### src/common/rtcs_pkg.sv
// Constants shared by the real-time counter control block.
package rtcs_pkg;

    // ********************************************************
    // Register indices; byte address is four times the index
    // ********************************************************
    localparam logic [5:0] IDX_CONTROL_A    = 6'h00;
    localparam logic [5:0] IDX_STATUS   = 6'h01;
    localparam logic [5:0] IDX_IRQ_ENABLES  = 6'h02;
    localparam logic [5:0] IDX_IRQ_FLAGS = 6'h03;
    localparam logic [5:0] IDX_TEMP     = 6'h04;
    localparam logic [5:0] IDX_DBG      = 6'h05;
    localparam logic [5:0] IDX_TICK_SOURCE_SELECT   = 6'h07;
    localparam logic [5:0] IDX_CNTL     = 6'h08;
    localparam logic [5:0] IDX_CNTH     = 6'h09;
    localparam logic [5:0] IDX_PERL     = 6'h0a;
    localparam logic [5:0] IDX_PERH     = 6'h0b;
    localparam logic [5:0] IDX_CMPL     = 6'h0c;
    localparam logic [5:0] IDX_CMPH     = 6'h0d;
    localparam logic [5:0] IDX_PITCTRL  = 6'h10;
    localparam logic [5:0] IDX_PITSTAT  = 6'h11;
    localparam logic [5:0] IDX_PITINTEN = 6'h12;
    localparam logic [5:0] IDX_PITFLAG  = 6'h13;
    localparam logic [5:0] IDX_PITDBG   = 6'h15;

    // ********************************************************
    // Field positions and write masks
    // ********************************************************
    localparam int unsigned CA_STDBY   = 7;
    localparam int unsigned CA_PS_LSB  = 3;
    localparam int unsigned CA_EN      = 0;
    localparam int unsigned IRQ_MATCH  = 1;
    localparam int unsigned IRQ_WRAP   = 0;
    localparam logic [7:0]  CA_WMASK   = 8'hf9;
    localparam logic [7:0]  PIT_WMASK  = 8'h79;

    // Synchronisation slots; slots 3..0 match the busy bit positions.
    localparam int unsigned SY_CA  = 0;
    localparam int unsigned SY_CNT = 1;
    localparam int unsigned SY_PER = 2;
    localparam int unsigned SY_CMP = 3;
    localparam int unsigned SY_PIT = 4;
    localparam int unsigned NSYNC  = 5;

    // ********************************************************
    // Reset values, codes and counts
    // ********************************************************
    localparam logic [15:0] PER_RST      = 16'hffff;
    localparam logic [1:0]  SYNC_TICKS   = 2'h2;
    localparam logic [4:0]  SLOW_DIV_MAX = 5'h1f;
    localparam logic [1:0]  SRC_FAST     = 2'h0;
    localparam logic [1:0]  SRC_SLOW     = 2'h1;
    localparam logic [1:0]  SRC_EXT      = 2'h3;
    localparam logic [1:0]  SLP_STANDBY  = 2'h2;
    localparam logic [3:0]  PIT_OFF      = 4'h0;
    localparam logic [3:0]  PIT_RSVD     = 4'hf;

endpackage : rtcs_pkg

### src/hdl/rtcs_top.sv
// Real-time counter with periodic tick timer behind an AHB-Lite slave.
//
// What this block does
// - Counter runs in idle sleep; in standby only when keep_running_in_standby set.
// - Periodic tick timer keeps running in every sleep mode.
// - Counting uses the selected real-time tick; updates apply after synchronisation.
// - Status busy bits 3..0 flag compare, period, count, control A syncing.
// - Periodic status bit 0 flags periodic control synchronisation in progress.
// - Control A: standby bit 7, prescaler 6:3, enable bit 0, reset zero.
// - Prescaler divides the real-time tick by two to the prescaler code.
// - Control A updates apply two real-time ticks after write, busy meanwhile.
// - Interrupt enables: match at bit 1, wrap at bit 0, reset zero.
// - Overflow means counter equalled the limit and wrapped to zero.
// - Match flag bit 1 sets when counter equals compare; write one clears.
// - Wrap flag bit 0 sets on wrap to zero; write one clears.
// - One shared eight-bit temporary register at index 0x4, reset zero.
// - Temporary register makes byte accesses to 16-bit registers atomic.
// - Interrupt asserts while an enable and its flag are both set.
// - Source select: 0 fast, 1 slow, 3 external pin, 2 reserved.
//
// Added by the designer: the AHB-Lite register port.
module rtcs_top
    import rtcs_pkg::*;
(
    input  wire logic        hclk,          // Bus clock
    input  wire logic        hresetn,       // Asynchronous reset, active low
    input  wire logic        hsel,          // Slave select
    input  wire logic [7:0]  haddr,         // Byte address
    input  wire logic [1:0]  htrans,        // Transfer type
    input  wire logic        hwrite,        // Write when high
    input  wire logic [2:0]  hsize,         // Transfer size, word only
    input  wire logic [31:0] hwdata,        // Write data
    input  wire logic        hready,        // Bus ready
    output logic      [31:0] hrdata,        // Read data
    output logic             hreadyout,     // Slave ready
    output logic             hresp,         // Always OKAY
    input  wire logic        fast_src_tick, // Internal fast source tick
    input  wire logic        ext_src_tick,  // External source tick
    input  wire logic [1:0]  sleep_mode,    // 0 active, 1 idle, 2 standby
    input  wire logic        dbg_halt,      // Processor halted by debugger
    output logic             irq,           // Interrupt request, level
    output logic             wrap_event,    // Wrap strobe, one cycle
    output logic             match_event    // Match strobe, one cycle
);
    import rtcs_pkg::*;

    // ********************************************************
    // State
    // ********************************************************
    typedef struct packed {
        logic                   dp_valid;
        logic                   dp_write;
        logic [5:0]             dp_idx;
        logic                   rd_done;
        logic [7:0]             rdata;
        logic [7:0]             control_a;
        logic [7:0]             control_a_app;
        logic [1:0]             irq_en;
        logic [1:0]             irq_flag;
        logic [7:0]             temp;
        logic                   dbg_run;
        logic [1:0]             tick_source_select;
        logic [15:0]            cnt;
        logic [15:0]            cnt_wr;
        logic [15:0]            wrap_limit;
        logic [15:0]            per_app;
        logic [15:0]            cmp;
        logic [15:0]            cmp_app;
        logic [7:0]             pitctrl;
        logic [7:0]             pit_app;
        logic                   pit_en;
        logic                   pit_flag;
        logic                   pit_dbg_run;
        logic [NSYNC-1:0]       pend;
        logic [NSYNC-1:0][1:0]  sc;
        logic [14:0]            presc;
        logic [4:0]             slow_div;
        logic                   wrap_evt;
        logic                   match_evt;
    } rtcs_state_t;

    rtcs_state_t s_r;
    rtcs_state_t s_nxt;

    // Mask of the low prescaler bits that must all be one for a tick.
    function automatic logic [14:0] rtcs_low_mask(input logic [4:0] bits);
        rtcs_low_mask = 15'((16'h0001 << bits) - 16'h0001);
    endfunction : rtcs_low_mask

    // ********************************************************
    // Next-state logic
    // ********************************************************
    logic             slow_tick;
    logic             rtc_ce;
    logic [NSYNC-1:0] apply;
    logic             presc_run;
    logic             cnt_run;
    logic             pit_run;
    logic             cnt_tick;
    logic [15:0]      cnt_next;
    logic [1:0]       flag_set;
    logic [1:0]       flag_clr;
    logic             pit_set;
    logic             pit_clr;
    logic [14:0]      ps_mask;
    logic [14:0]      pit_mask;
    logic             rd_cycle;
    logic [7:0]       wd;

    always_comb begin
        s_nxt     = s_r;
        flag_set  = 2'h0;
        flag_clr  = 2'h0;
        pit_set   = 1'b0;
        pit_clr   = 1'b0;
        cnt_tick  = 1'b0;
        cnt_next  = s_r.cnt;
        apply     = '0;
        wd        = hwdata[7:0];
        s_nxt.wrap_evt  = 1'b0;
        s_nxt.match_evt = 1'b0;

        // Real-time tick source selection.
        slow_tick = fast_src_tick && (s_r.slow_div == SLOW_DIV_MAX);
        if (fast_src_tick) begin
            s_nxt.slow_div = s_r.slow_div + 5'h01;
        end
        case (s_r.tick_source_select)
            SRC_FAST: rtc_ce = fast_src_tick;
            SRC_SLOW: rtc_ce = slow_tick;
            SRC_EXT:  rtc_ce = ext_src_tick;
            default:  rtc_ce = 1'b0;
        endcase

        // Control A, count, period, compare and periodic control writes reach the counting logic only after two ticks.
        for (int i = 0; i < NSYNC; i++) begin
            if (s_r.pend[i] && rtc_ce) begin
                if (s_r.sc[i] == SYNC_TICKS - 2'h1) begin
                    apply[i]       = 1'b1;
                    s_nxt.pend[i]  = 1'b0;
                end else begin
                    s_nxt.sc[i] = s_r.sc[i] + 2'h1;
                end
            end
        end
        if (apply[SY_CA]) begin
            s_nxt.control_a_app = s_r.control_a;
        end
        if (apply[SY_PER]) begin
            s_nxt.per_app = s_r.wrap_limit;
        end
        if (apply[SY_CMP]) begin
            s_nxt.cmp_app = s_r.cmp;
        end
        if (apply[SY_PIT]) begin
            s_nxt.pit_app = s_r.pitctrl;
        end

        // Shared prescaler.
        presc_run = s_r.control_a_app[CA_EN] || s_r.pit_app[CA_EN];
        if (!presc_run) begin
            s_nxt.presc = 15'h0000;
        end else if (rtc_ce) begin
            s_nxt.presc = s_r.presc + 15'h0001;
        end

        // Counter.
        cnt_run = s_r.control_a_app[CA_EN]
               && !(sleep_mode == SLP_STANDBY
                    && !s_r.control_a_app[CA_STDBY])
               && !(dbg_halt && !s_r.dbg_run);
        ps_mask = rtcs_low_mask({1'b0, s_r.control_a_app[CA_PS_LSB +: 4]});
        if (rtc_ce && cnt_run && ((s_r.presc & ps_mask) == ps_mask)) begin
            cnt_tick = 1'b1;
        end
        if (apply[SY_CNT]) begin
            s_nxt.cnt = s_r.cnt_wr;
        end else if (cnt_tick) begin
            if (s_r.cnt == s_r.per_app) begin
                cnt_next = 16'h0000;
                flag_set[IRQ_WRAP] = 1'b1;
                s_nxt.wrap_evt = 1'b1;
            end else begin
                cnt_next = s_r.cnt + 16'h0001;
            end
            if (cnt_next == s_r.cmp_app) begin
                flag_set[IRQ_MATCH] = 1'b1;
                s_nxt.match_evt = 1'b1;
            end
            s_nxt.cnt = cnt_next;
        end

        // Periodic tick timer: period is 2 to the (code + 1) ticks.
        pit_run  = s_r.pit_app[CA_EN]
                && !(dbg_halt && !s_r.pit_dbg_run);
        pit_mask = rtcs_low_mask({1'b0, s_r.pit_app[CA_PS_LSB +: 4]}
                                 + 5'h01);
        if (rtc_ce && pit_run
            && s_r.pit_app[CA_PS_LSB +: 4] != PIT_OFF
            && s_r.pit_app[CA_PS_LSB +: 4] != PIT_RSVD
            && ((s_r.presc & pit_mask) == pit_mask)) begin
            pit_set = 1'b1;
        end

        // AHB-Lite: writes complete with no wait, reads take one wait.
        rd_cycle = s_r.dp_valid && !s_r.dp_write && !s_r.rd_done;
        if (s_r.dp_valid && s_r.dp_write) begin
            case (s_r.dp_idx)
                IDX_CONTROL_A: begin
                    s_nxt.control_a       = wd & CA_WMASK;
                    s_nxt.pend[SY_CA] = 1'b1;
                    s_nxt.sc[SY_CA]   = 2'h0;
                end
                IDX_IRQ_ENABLES:  s_nxt.irq_en   = wd[1:0];
                IDX_IRQ_FLAGS: flag_clr       = wd[1:0];
                IDX_TEMP:     s_nxt.temp     = wd;
                IDX_DBG:      s_nxt.dbg_run  = wd[0];
                IDX_TICK_SOURCE_SELECT:   s_nxt.tick_source_select   = wd[1:0];
                IDX_CNTL, IDX_PERL, IDX_CMPL: begin
                    s_nxt.temp = wd;
                end
                IDX_CNTH: begin
                    s_nxt.cnt_wr       = {wd, s_r.temp};
                    s_nxt.pend[SY_CNT] = 1'b1;
                    s_nxt.sc[SY_CNT]   = 2'h0;
                end
                IDX_PERH: begin
                    s_nxt.wrap_limit          = {wd, s_r.temp};
                    s_nxt.pend[SY_PER] = 1'b1;
                    s_nxt.sc[SY_PER]   = 2'h0;
                end
                IDX_CMPH: begin
                    s_nxt.cmp          = {wd, s_r.temp};
                    s_nxt.pend[SY_CMP] = 1'b1;
                    s_nxt.sc[SY_CMP]   = 2'h0;
                end
                IDX_PITCTRL: begin
                    s_nxt.pitctrl      = wd & PIT_WMASK;
                    s_nxt.pend[SY_PIT] = 1'b1;
                    s_nxt.sc[SY_PIT]   = 2'h0;
                end
                IDX_PITINTEN: s_nxt.pit_en      = wd[0];
                IDX_PITFLAG:  pit_clr           = wd[0];
                IDX_PITDBG:   s_nxt.pit_dbg_run = wd[0];
                default: ;
            endcase
        end
        if (rd_cycle) begin
            s_nxt.rd_done = 1'b1;
            case (s_r.dp_idx)
                IDX_CONTROL_A:    s_nxt.rdata = s_r.control_a;
                IDX_STATUS:   s_nxt.rdata = {4'h0, s_r.pend[3:0]};
                IDX_IRQ_ENABLES:  s_nxt.rdata = {6'h00, s_r.irq_en};
                IDX_IRQ_FLAGS: s_nxt.rdata = {6'h00, s_r.irq_flag};
                IDX_TEMP:     s_nxt.rdata = s_r.temp;
                IDX_DBG:      s_nxt.rdata = {7'h00, s_r.dbg_run};
                IDX_TICK_SOURCE_SELECT:   s_nxt.rdata = {6'h00, s_r.tick_source_select};
                IDX_CNTL: begin
                    s_nxt.rdata = s_r.cnt[7:0];
                    s_nxt.temp  = s_r.cnt[15:8];
                end
                IDX_PERL: begin
                    s_nxt.rdata = s_r.wrap_limit[7:0];
                    s_nxt.temp  = s_r.wrap_limit[15:8];
                end
                IDX_CMPL: begin
                    s_nxt.rdata = s_r.cmp[7:0];
                    s_nxt.temp  = s_r.cmp[15:8];
                end
                IDX_CNTH, IDX_PERH, IDX_CMPH: begin
                    s_nxt.rdata = s_r.temp;
                end
                IDX_PITCTRL:  s_nxt.rdata = s_r.pitctrl;
                IDX_PITSTAT:  s_nxt.rdata = {7'h00, s_r.pend[SY_PIT]};
                IDX_PITINTEN: s_nxt.rdata = {7'h00, s_r.pit_en};
                IDX_PITFLAG:  s_nxt.rdata = {7'h00, s_r.pit_flag};
                IDX_PITDBG:   s_nxt.rdata = {7'h00, s_r.pit_dbg_run};
                default:      s_nxt.rdata = 8'h00;
            endcase
        end
        if (hready) begin
            s_nxt.rd_done = 1'b0;
            s_nxt.dp_valid = hsel && htrans[1];
            s_nxt.dp_write = hwrite;
            s_nxt.dp_idx   = haddr[7:2];
        end

        // A flag event in the clearing cycle is kept.
        s_nxt.irq_flag = (s_r.irq_flag & ~flag_clr) | flag_set;
        s_nxt.pit_flag = (s_r.pit_flag & ~pit_clr) | pit_set;
    end

    // ********************************************************
    // State register
    // ********************************************************
    always_ff @(posedge hclk or negedge hresetn) begin
        if (!hresetn) begin
            s_r         <= '0;
            s_r.wrap_limit     <= PER_RST;
            s_r.per_app <= PER_RST;
        end else begin
            s_r <= s_nxt;
        end
    end

    // ********************************************************
    // Outputs
    // ********************************************************
    assign hreadyout   = !(s_r.dp_valid && !s_r.dp_write && !s_r.rd_done);
    assign hresp       = 1'b0;
    assign hrdata      = {24'h000000, s_r.rdata};
    assign irq         = (|(s_r.irq_en & s_r.irq_flag))
                      || (s_r.pit_en && s_r.pit_flag);
    assign wrap_event  = s_r.wrap_evt;
    assign match_event = s_r.match_evt;

endmodule : rtcs_top

### config.mk
export PLATFORM = sky130hd
export DESIGN_NAME = rtcs_top
export DESIGN_NICKNAME = d
export VERILOG_FILES = /design/src/common/rtcs_pkg.sv /design/src/hdl/rtcs_top.sv
export SDC_FILE = /design/constraint.sdc
export NUM_CORES = 1
export LEC_CHECK = 0
export BUFFER_PORTS_ARGS = -buffer_cell sky130_fd_sc_hd__buf_2
export CAP_MARGIN = 20
export CORE_MARGIN = 2
export CORE_UTILIZATION = 50
export DETAILED_ROUTE_END_ITERATION = 10
export PLACE_DENSITY_LB_ADDON = 0.25
export SYNTH_ARGS = -nofsm -noshare
export SYNTH_HDL_FRONTEND = slang
export SYNTH_SLANG_ARGS = --single-unit
export TNS_END_PERCENT = 20
### constraint.sdc
create_clock -name hclk -period 4.4 [get_ports hclk]
set_input_delay 0.88 -clock hclk [delete_from_list [all_inputs] [get_ports hclk]]
set_output_delay 0.88 -clock hclk [all_outputs]
set_load 0.01 [all_outputs]
==> results.py, run 1 <==
metrics = {
    "status": {
        "status": "completed",
    },
    "detailed_routing": {
        "via_count": 7615,
        "via_per_inst": 5.89,
        "ant_nets": 0,
        "drt-pass1-iter-count": 5,
        "drc": 0,
        "drt_wl_total_mm": 24.7,
        "wire_per_inst_um": 19.2,
        "drtIter0Drc": 670,
    },
    "yosys": {
        "syn_inst": 1007,
        "synthArstFlopShare_pct": 100,
        "synth_edf_count": 0,
        "netlist_area_um2": 10400,
        "synth_seq_area_share_pct": 46.3,
        "synth.distinct_cells": 78,
        "ys_seq_elements": 190,
        "yosysWarnings": 0,
        "avgSynthCellArea_um2": 10.3,
        "ys.flop_type": "dfrtp_1",
    },
    "die": {
        "dieArea_um2": 21900,
        "io_pins": 92,
        "start_util_pct": 51.0,
        "rows": 52,
        "die_w_um": 148,
        "core_um2": 20300,
        "die_y_um": 148,
    },
    "cts": {
        "cts_tree": "yes",
        "clk_pin_slew_ns": 0.08,
        "hold_buffers": 0,
        "cts_made_buffers": 17,
        "clock_path_buffers": 2,
        "cts_setup_buffers": 0,
        "clock-sinks": 190,
        "root_buffer": "clkbuf_16",
        "htreeDepth": 4,
        "postCtsResizedCells": 0,
        "insertion_delay_ns": 0.45,
    },
    "global_route": {
        "grt.overflow.total": 0,
        "grt_pass1_vias": 7167,
        "grt.total_usage_pct": 23.6,
        "antenna_found_initial": 0,
        "grt_start_max_net_pins": 100,
        "grt_pass1_wl_mm": 39.9,
    },
    "flow_run": {
        "cap_viol_max_count": 0,
    },
    "place": {
        "placed_area_um2": 10600,
        "numPortBuffers": 36,
        "gp_congestion": 0.869,
        "dp_slack_ns": 1.17,
        "place_hpwl_mm": 17.5,
    },
    "sta": {
        "fmaxAchievable_mhz": 313,
        "rsz0062_at_grt": "no",
        "holdWs_ns": 0.476,
        "worst_pin_slew_ns": 0.896,
        "clock_skew_ns": 0.0175,
        "timing.final.ws_setup_ns": 1.20,
        "tns_ns": 0,
        "finalSetupViolCount": 0,
        "report.final.slew_viol_count": 0,
        "fin_crit_sh_pct": 72.6,
        "slew_headroom_pct": 40.1,
        "hold_violations": 0,
        "period_minus_slack_ns": 3.20,
    },
    "worst_hold_path": {
        "holdPathEnd": "s_r[5]",
        "hp-start": "s_r[5]",
        "hold_depth": 1,
        "min_path_type": "flip-flop to flip-flop",
    },
    "worst_setup_path": {
        "critPathMaxFanout": 17,
        "crit_buf_inv": 1,
        "critPathMaxStageDelay_ns": 0.66,
        "start_kind": "flip-flop",
        "timing.rr.end": "s_r[146]",
        "cp.depth": 11,
        "crit_required_ns": 4.77,
        "cp-end-kind": "flip-flop",
        "cp_slowest_cell": "nor3_2",
        "cp_top_family": "simple AND/OR/NAND/NOR gates",
        "rr_worst_depth": 11,
        "r2r_slack_ns": 1.20,
        "critPathKind": "flip-flop to flip-flop",
        "r2r-start": "s_r[173]",
        "critPathArrivalTime_ns": 3.57,
        "path_cells": "nor3_1 -> nand2b_1 -> ha_1 -> or3b_2 -> a211oi_1 -> nor4_1 -> nand4_1 -> buf_4 -> nor3_2 -> a31oi_1 -> o21ai_1",
    },
    "cells_and_area": {
        "fin_area_um2": 11200,
        "final_common_cell": "dfrtp_1",
        "fillers": 1794,
        "nNetsFinal": 1070,
        "mostFrequentLayoutCells": "dfrtp_1, mux2_2, nand2_1",
        "drive_gt1_share_pct": 24.7,
        "syn2layout_area_growth_pct": 8.00,
        "diodes": 0,
    },
    "power_and_ir_drop": {
        "peakVddDrop_uv": 309,
        "powerDensity_nw_per_um2": 461,
        "p_leak_nw": 4.75,
    },
}
==> registers in the layout (all words and copies together) (netlist names) <==
register / count
hrdata: 8
match_event: 1
s_r: 180
wrap_event: 1
==> power by group <==
group | switching, mW | internal (mW)
logic | 0.623 | 0.556
registers | 0.421 | 2.02
clock network | 0.745 | 0.782
==> kinds of logic (layout without fill, tap and decap cells) <==
family | count (synthesis) | count (layout) | synth area share (%)
xor gates and xnor gates | 51 | 51 | 4.31
DFF | 190 | 190 | 46.3
buffers and inverters | 118 | 109 | 5.79
and+or+nand+nor | 300 | 300 | 14.8
adders and majority gates | 7 | 7 | 0.822
other | 2 | 26 | 0.0725
muxes | 150 | 150 | 16.2
AOI/OAI and AO/OA | 189 | 189 | 11.8
==> per-layer routing <==
| metal | wire length [um] | up-vias | GRT usage [%] |
|---|---|---|---|
| met4 | 517 | 0 | 7.43 |
| met1 | 11700 | 3782 | 35.8 |
| li1 | - | 3549 | - |
| met3 | 1510 | 31 | 3.55 |
| met2 | 11000 | 253 | 34.9 |
| met5 | 0 | - | 0 |
==> worst max path at each step <==
stage | start | endpoint | slack (ns)
floorplan | s_r[173] | s_r[146] | 1.75
global placement | s_r[173] | s_r[146] | 1.24
detailed placement | s_r[173] | s_r[146] | 1.17
CTS | s_r[173] | s_r[146] | 1.16
global route | s_r[172] | s_r[138] | 0.96
finish | s_r[173] | s_r[146] | 1.20
==> layout make-up <==
type	count	area, um^2	area share, %
repair buffers	50	313	2.80
multi-input cells	723	5060	45.3
clock inverters	13	119	1.06
clock buffers	19	454	4.06
inverters	27	101	0.906
well taps	270	338	3.02
flip-flops and latches	190	4790	42.9
==> per-stage QoR <==
step | util [%] | instances | total power [mW]
2_1_floorplan | - | 1031 | 3.27
3_3_place_gp | 52.2 | 1259 | 3.59
3_5_place_dp | 52.2 | 1259 | 3.62
4_1_cts | 55.0 | 1291 | 5.14
5_1_grt | 55.1 | 1292 | 5.44
6_report | 55.1 | 1292 | 5.15
==> cells in the mapped netlist (17+ instances only) <==
cell type | number | area (um^2)
mux2i_1 | 30 | 300
nand4_1 | 20 | 125
nor3_1 | 23 | 115
dfrtp_1 | 158 | 3950
clkbuf_1 | 37 | 139
nand2_1 | 90 | 338
buf_4 | 34 | 255
o21ai_0 | 55 | 275
dfstp_2 | 32 | 841
inv_1 | 27 | 101
a21oi_1 | 31 | 155
nor2_1 | 74 | 278
mux2_2 | 118 | 1330
nand3_1 | 19 | 95.1
buf_2 | 17 | 85.1
xnor2_1 | 39 | 342
(Power assumes the default switching activity.)
==> run 2, diff against run 1 <==
- ABC_AREA: not set -> 1
- clock period: 4.4 -> 3.2 ns (I/O delays scaled with it)
==> results.py, run 2 <==
metrics = {
    "cts": {
        "htreeDepth": 4,
        "cts_setup_buffers": 0,
        "clock-sinks": 190,
        "clock_path_buffers": 2,
        "cts_tree": "yes",
        "insertion_delay_ns": 0.44,
        "postCtsResizedCells": 0,
        "hold_buffers": 0,
        "root_buffer": "clkbuf_16",
        "clk_pin_slew_ns": 0.08,
        "cts_made_buffers": 17,
    },
    "sta": {
        "fin_crit_sh_pct": 86.5,
        "slew_headroom_pct": 51.5,
        "rsz0062_at_grt": "no",
        "hold_violations": 0,
        "report.final.slew_viol_count": 0,
        "finalSetupViolCount": 0,
        "tns_ns": 0,
        "clock_skew_ns": 0.0171,
        "fmaxAchievable_mhz": 361,
        "worst_pin_slew_ns": 0.728,
        "period_minus_slack_ns": 2.77,
    },
    "yosys": {
        "yosysWarnings": 0,
        "synth_common_cells": "nand2_1, inv_1, dfrtp_1, o21ai_0, nor2_1",
        "synth_seq_area_share_pct": 47.1,
        "netlist_area_um2": 10200,
        "synth_area_leader_cell": "dfrtp_1",
        "synth.distinct_cells": 48,
        "ys_seq_elements": 190,
        "synth.area.top_cells": "dfrtp_1, nand2_1, dfstp_2",
        "synthArstFlopShare_pct": 100,
        "synth_edf_count": 0,
        "syn_inst": 1342,
        "netlist.area_leader.share_pct": 38.8,
        "avgSynthCellArea_um2": 7.58,
        "yosysMostFrequentCell": "nand2_1",
        "ys.flop_type": "dfrtp_1",
    },
    "die": {
        "io_pins": 92,
        "die_w_um": 147,
        "core_um2": 20100,
        "die_y_um": 147,
        "rows": 52,
        "dieArea_um2": 21500,
        "start_util_pct": 50.6,
    },
    "power_and_ir_drop": {
        "switching_share_pct": 37.7,
        "internal_power_mw": 4.69,
        "pwr-share-seq_pct": 44.8,
        "p_leak_nw": 5.59,
        "power_switching_mw": 2.84,
        "pwr-share-clk_pct": 28.4,
        "p_comb_share_pct": 26.8,
        "peakVddDrop_uv": 380,
        "powerDensity_nw_per_um2": 678,
        "p_total_mw": 7.54,
    },
    "cells_and_area": {
        "fillers": 1884,
        "fin_cells": 1652,
        "largest_register": "s_r",
        "utilization_pct": 55.3,
        "drive_gt1_share_pct": 11.1,
        "final_common_cell": "nand2_1",
        "mostFrequentLayoutCells": "nand2_1, inv_1, dfrtp_1",
        "nNetsFinal": 1430,
        "seqCellArea_um2": 4790,
        "diodes": 0,
        "syn2layout_area_growth_pct": 9.18,
        "multi_input_area_um2": 4340,
        "largest_reg_flops": 180,
    },
    "status": {
        "status": "completed",
    },
    "worst_setup_path": {
        "crit_required_ns": 3.55,
        "start_kind": "flip-flop",
        "critPathLaunch": "s_r[173]",
        "critPathMaxFanout": 32,
        "critPathArrivalTime_ns": 3.12,
        "r2r-start": "s_r[173]",
        "cp-end-kind": "flip-flop",
        "critPathKind": "flip-flop to flip-flop",
        "rr_worst_depth": 13,
    },
    "place": {
        "place_hpwl_mm": 19.4,
        "gp_congestion": 0.910,
        "dp.cells": 1620,
        "numPortBuffers": 36,
    },
    "detailed_routing": {
        "via_per_inst": 5.33,
        "via_count": 8804,
        "wire_per_inst_um": 16.5,
        "ant_nets": 0,
        "drtIter0Drc": 837,
        "drt-pass1-iter-count": 6,
        "drt_wl_total_mm": 27.2,
        "drc": 0,
    },
    "global_route": {
        "grt.total_usage_pct": 26.2,
        "antenna_found_initial": 0,
        "grt_start_max_net_pins": 83,
        "grt_pass1_vias": 8148,
        "grt_pass1_wl_mm": 43.8,
        "grt.overflow.total": 0,
    },
    "flow_run": {
        "cap_viol_max_count": 0,
    },
    "worst_hold_path": {
        "min_path_type": "input port to asynchronous set/reset pin",
    },
}
## run 2: logic make-up (layout without fill, tap and decap cells)
group           Yosys count  in the layout  synth area share, %
compound gates          290            290                 15.9
simple gates            584            584                 23.9
buf+inv                 258            274                 11.2
xor+xnor                 11             11                0.947
other cells               2             26               0.0738
flops                   190            190                 47.1
fa+ha+maj                 6              6                0.738
mux                       1              1                0.111
## run 2: final timing paths
path	end	slack [ns]
min in group hclk	s_r[195]	0.40
max in group asynchronous	s_r[118]	2.19
worst max-delay path	s_r[139]	0.43
worst min-delay path	s_r[132]	0.21
worst min register to register	s_r[29]	0.46
worst max register to register	s_r[139]	0.43
## run 2: critical path, stage by stage (launching register included)
cell and delay, ns:
dfrtp_1 0.47, inv_2 0.12, nand2_1 0.14, nor2_1 0.18, inv_1 0.06, ha_1 0.26
nand3_2 0.12, nor2_1 0.05, or2_0 0.19, nand3_1 0.09, nand3_2 0.13, nand2_2 0.55
o211ai_1 0.20, o21ai_1 0.12
## run 2: power groups by stage
stage                     registers, mW  clock network, mW  logic [mW]
after floorplan                    3.20                  0        1.59
after global placement             3.38                  0        1.97
after detailed placement           3.39                  0        2.00
after CTS                          3.36               2.17        2.01
after global routing               3.43               2.27        2.36
final                              3.37               2.14        2.02
## run 2: cell type report
type	instances	share of cell area [%]
clock inverter	14	1.46
timing repair buffer	54	3.03
clock buffer	18	3.95
inverter	188	6.35
tap	270	3.04
multi-input combinational	918	39.0
sequential	190	43.1
## run 2: metal layers
| metal | routed length [um] | up-vias | global-route usage, % | part of all wire, % |
|---|---|---|---|---|
| met5 | 0 | - | 0 | 0 |
| met2 | 12200 | 298 | 40.8 | 45 |
| met3 | 1810 | 47 | 4.56 | 6.7 |
| met1 | 12400 | 4128 | 37.3 | 46 |
| met4 | 849 | 0 | 9.17 | 3.1 |
| li1 | - | 4331 | - | - |
## run 2: per-stage QoR
| step | hold slack [ns] | setup slack (ns) | area, um^2 |
|---|---|---|---|
| 2_1_floorplan | 0.344 | 1.10 | 10300 |
| 3_3_place_gp | 0.432 | 0.547 | 10500 |
| 3_5_place_dp | 0.454 | 0.491 | 10500 |
| 4_1_cts | 0.262 | 0.452 | 11100 |
| 5_1_grt | 0.300 | 0.165 | 11100 |
| 6_report | 0.211 | 0.432 | 11100 |
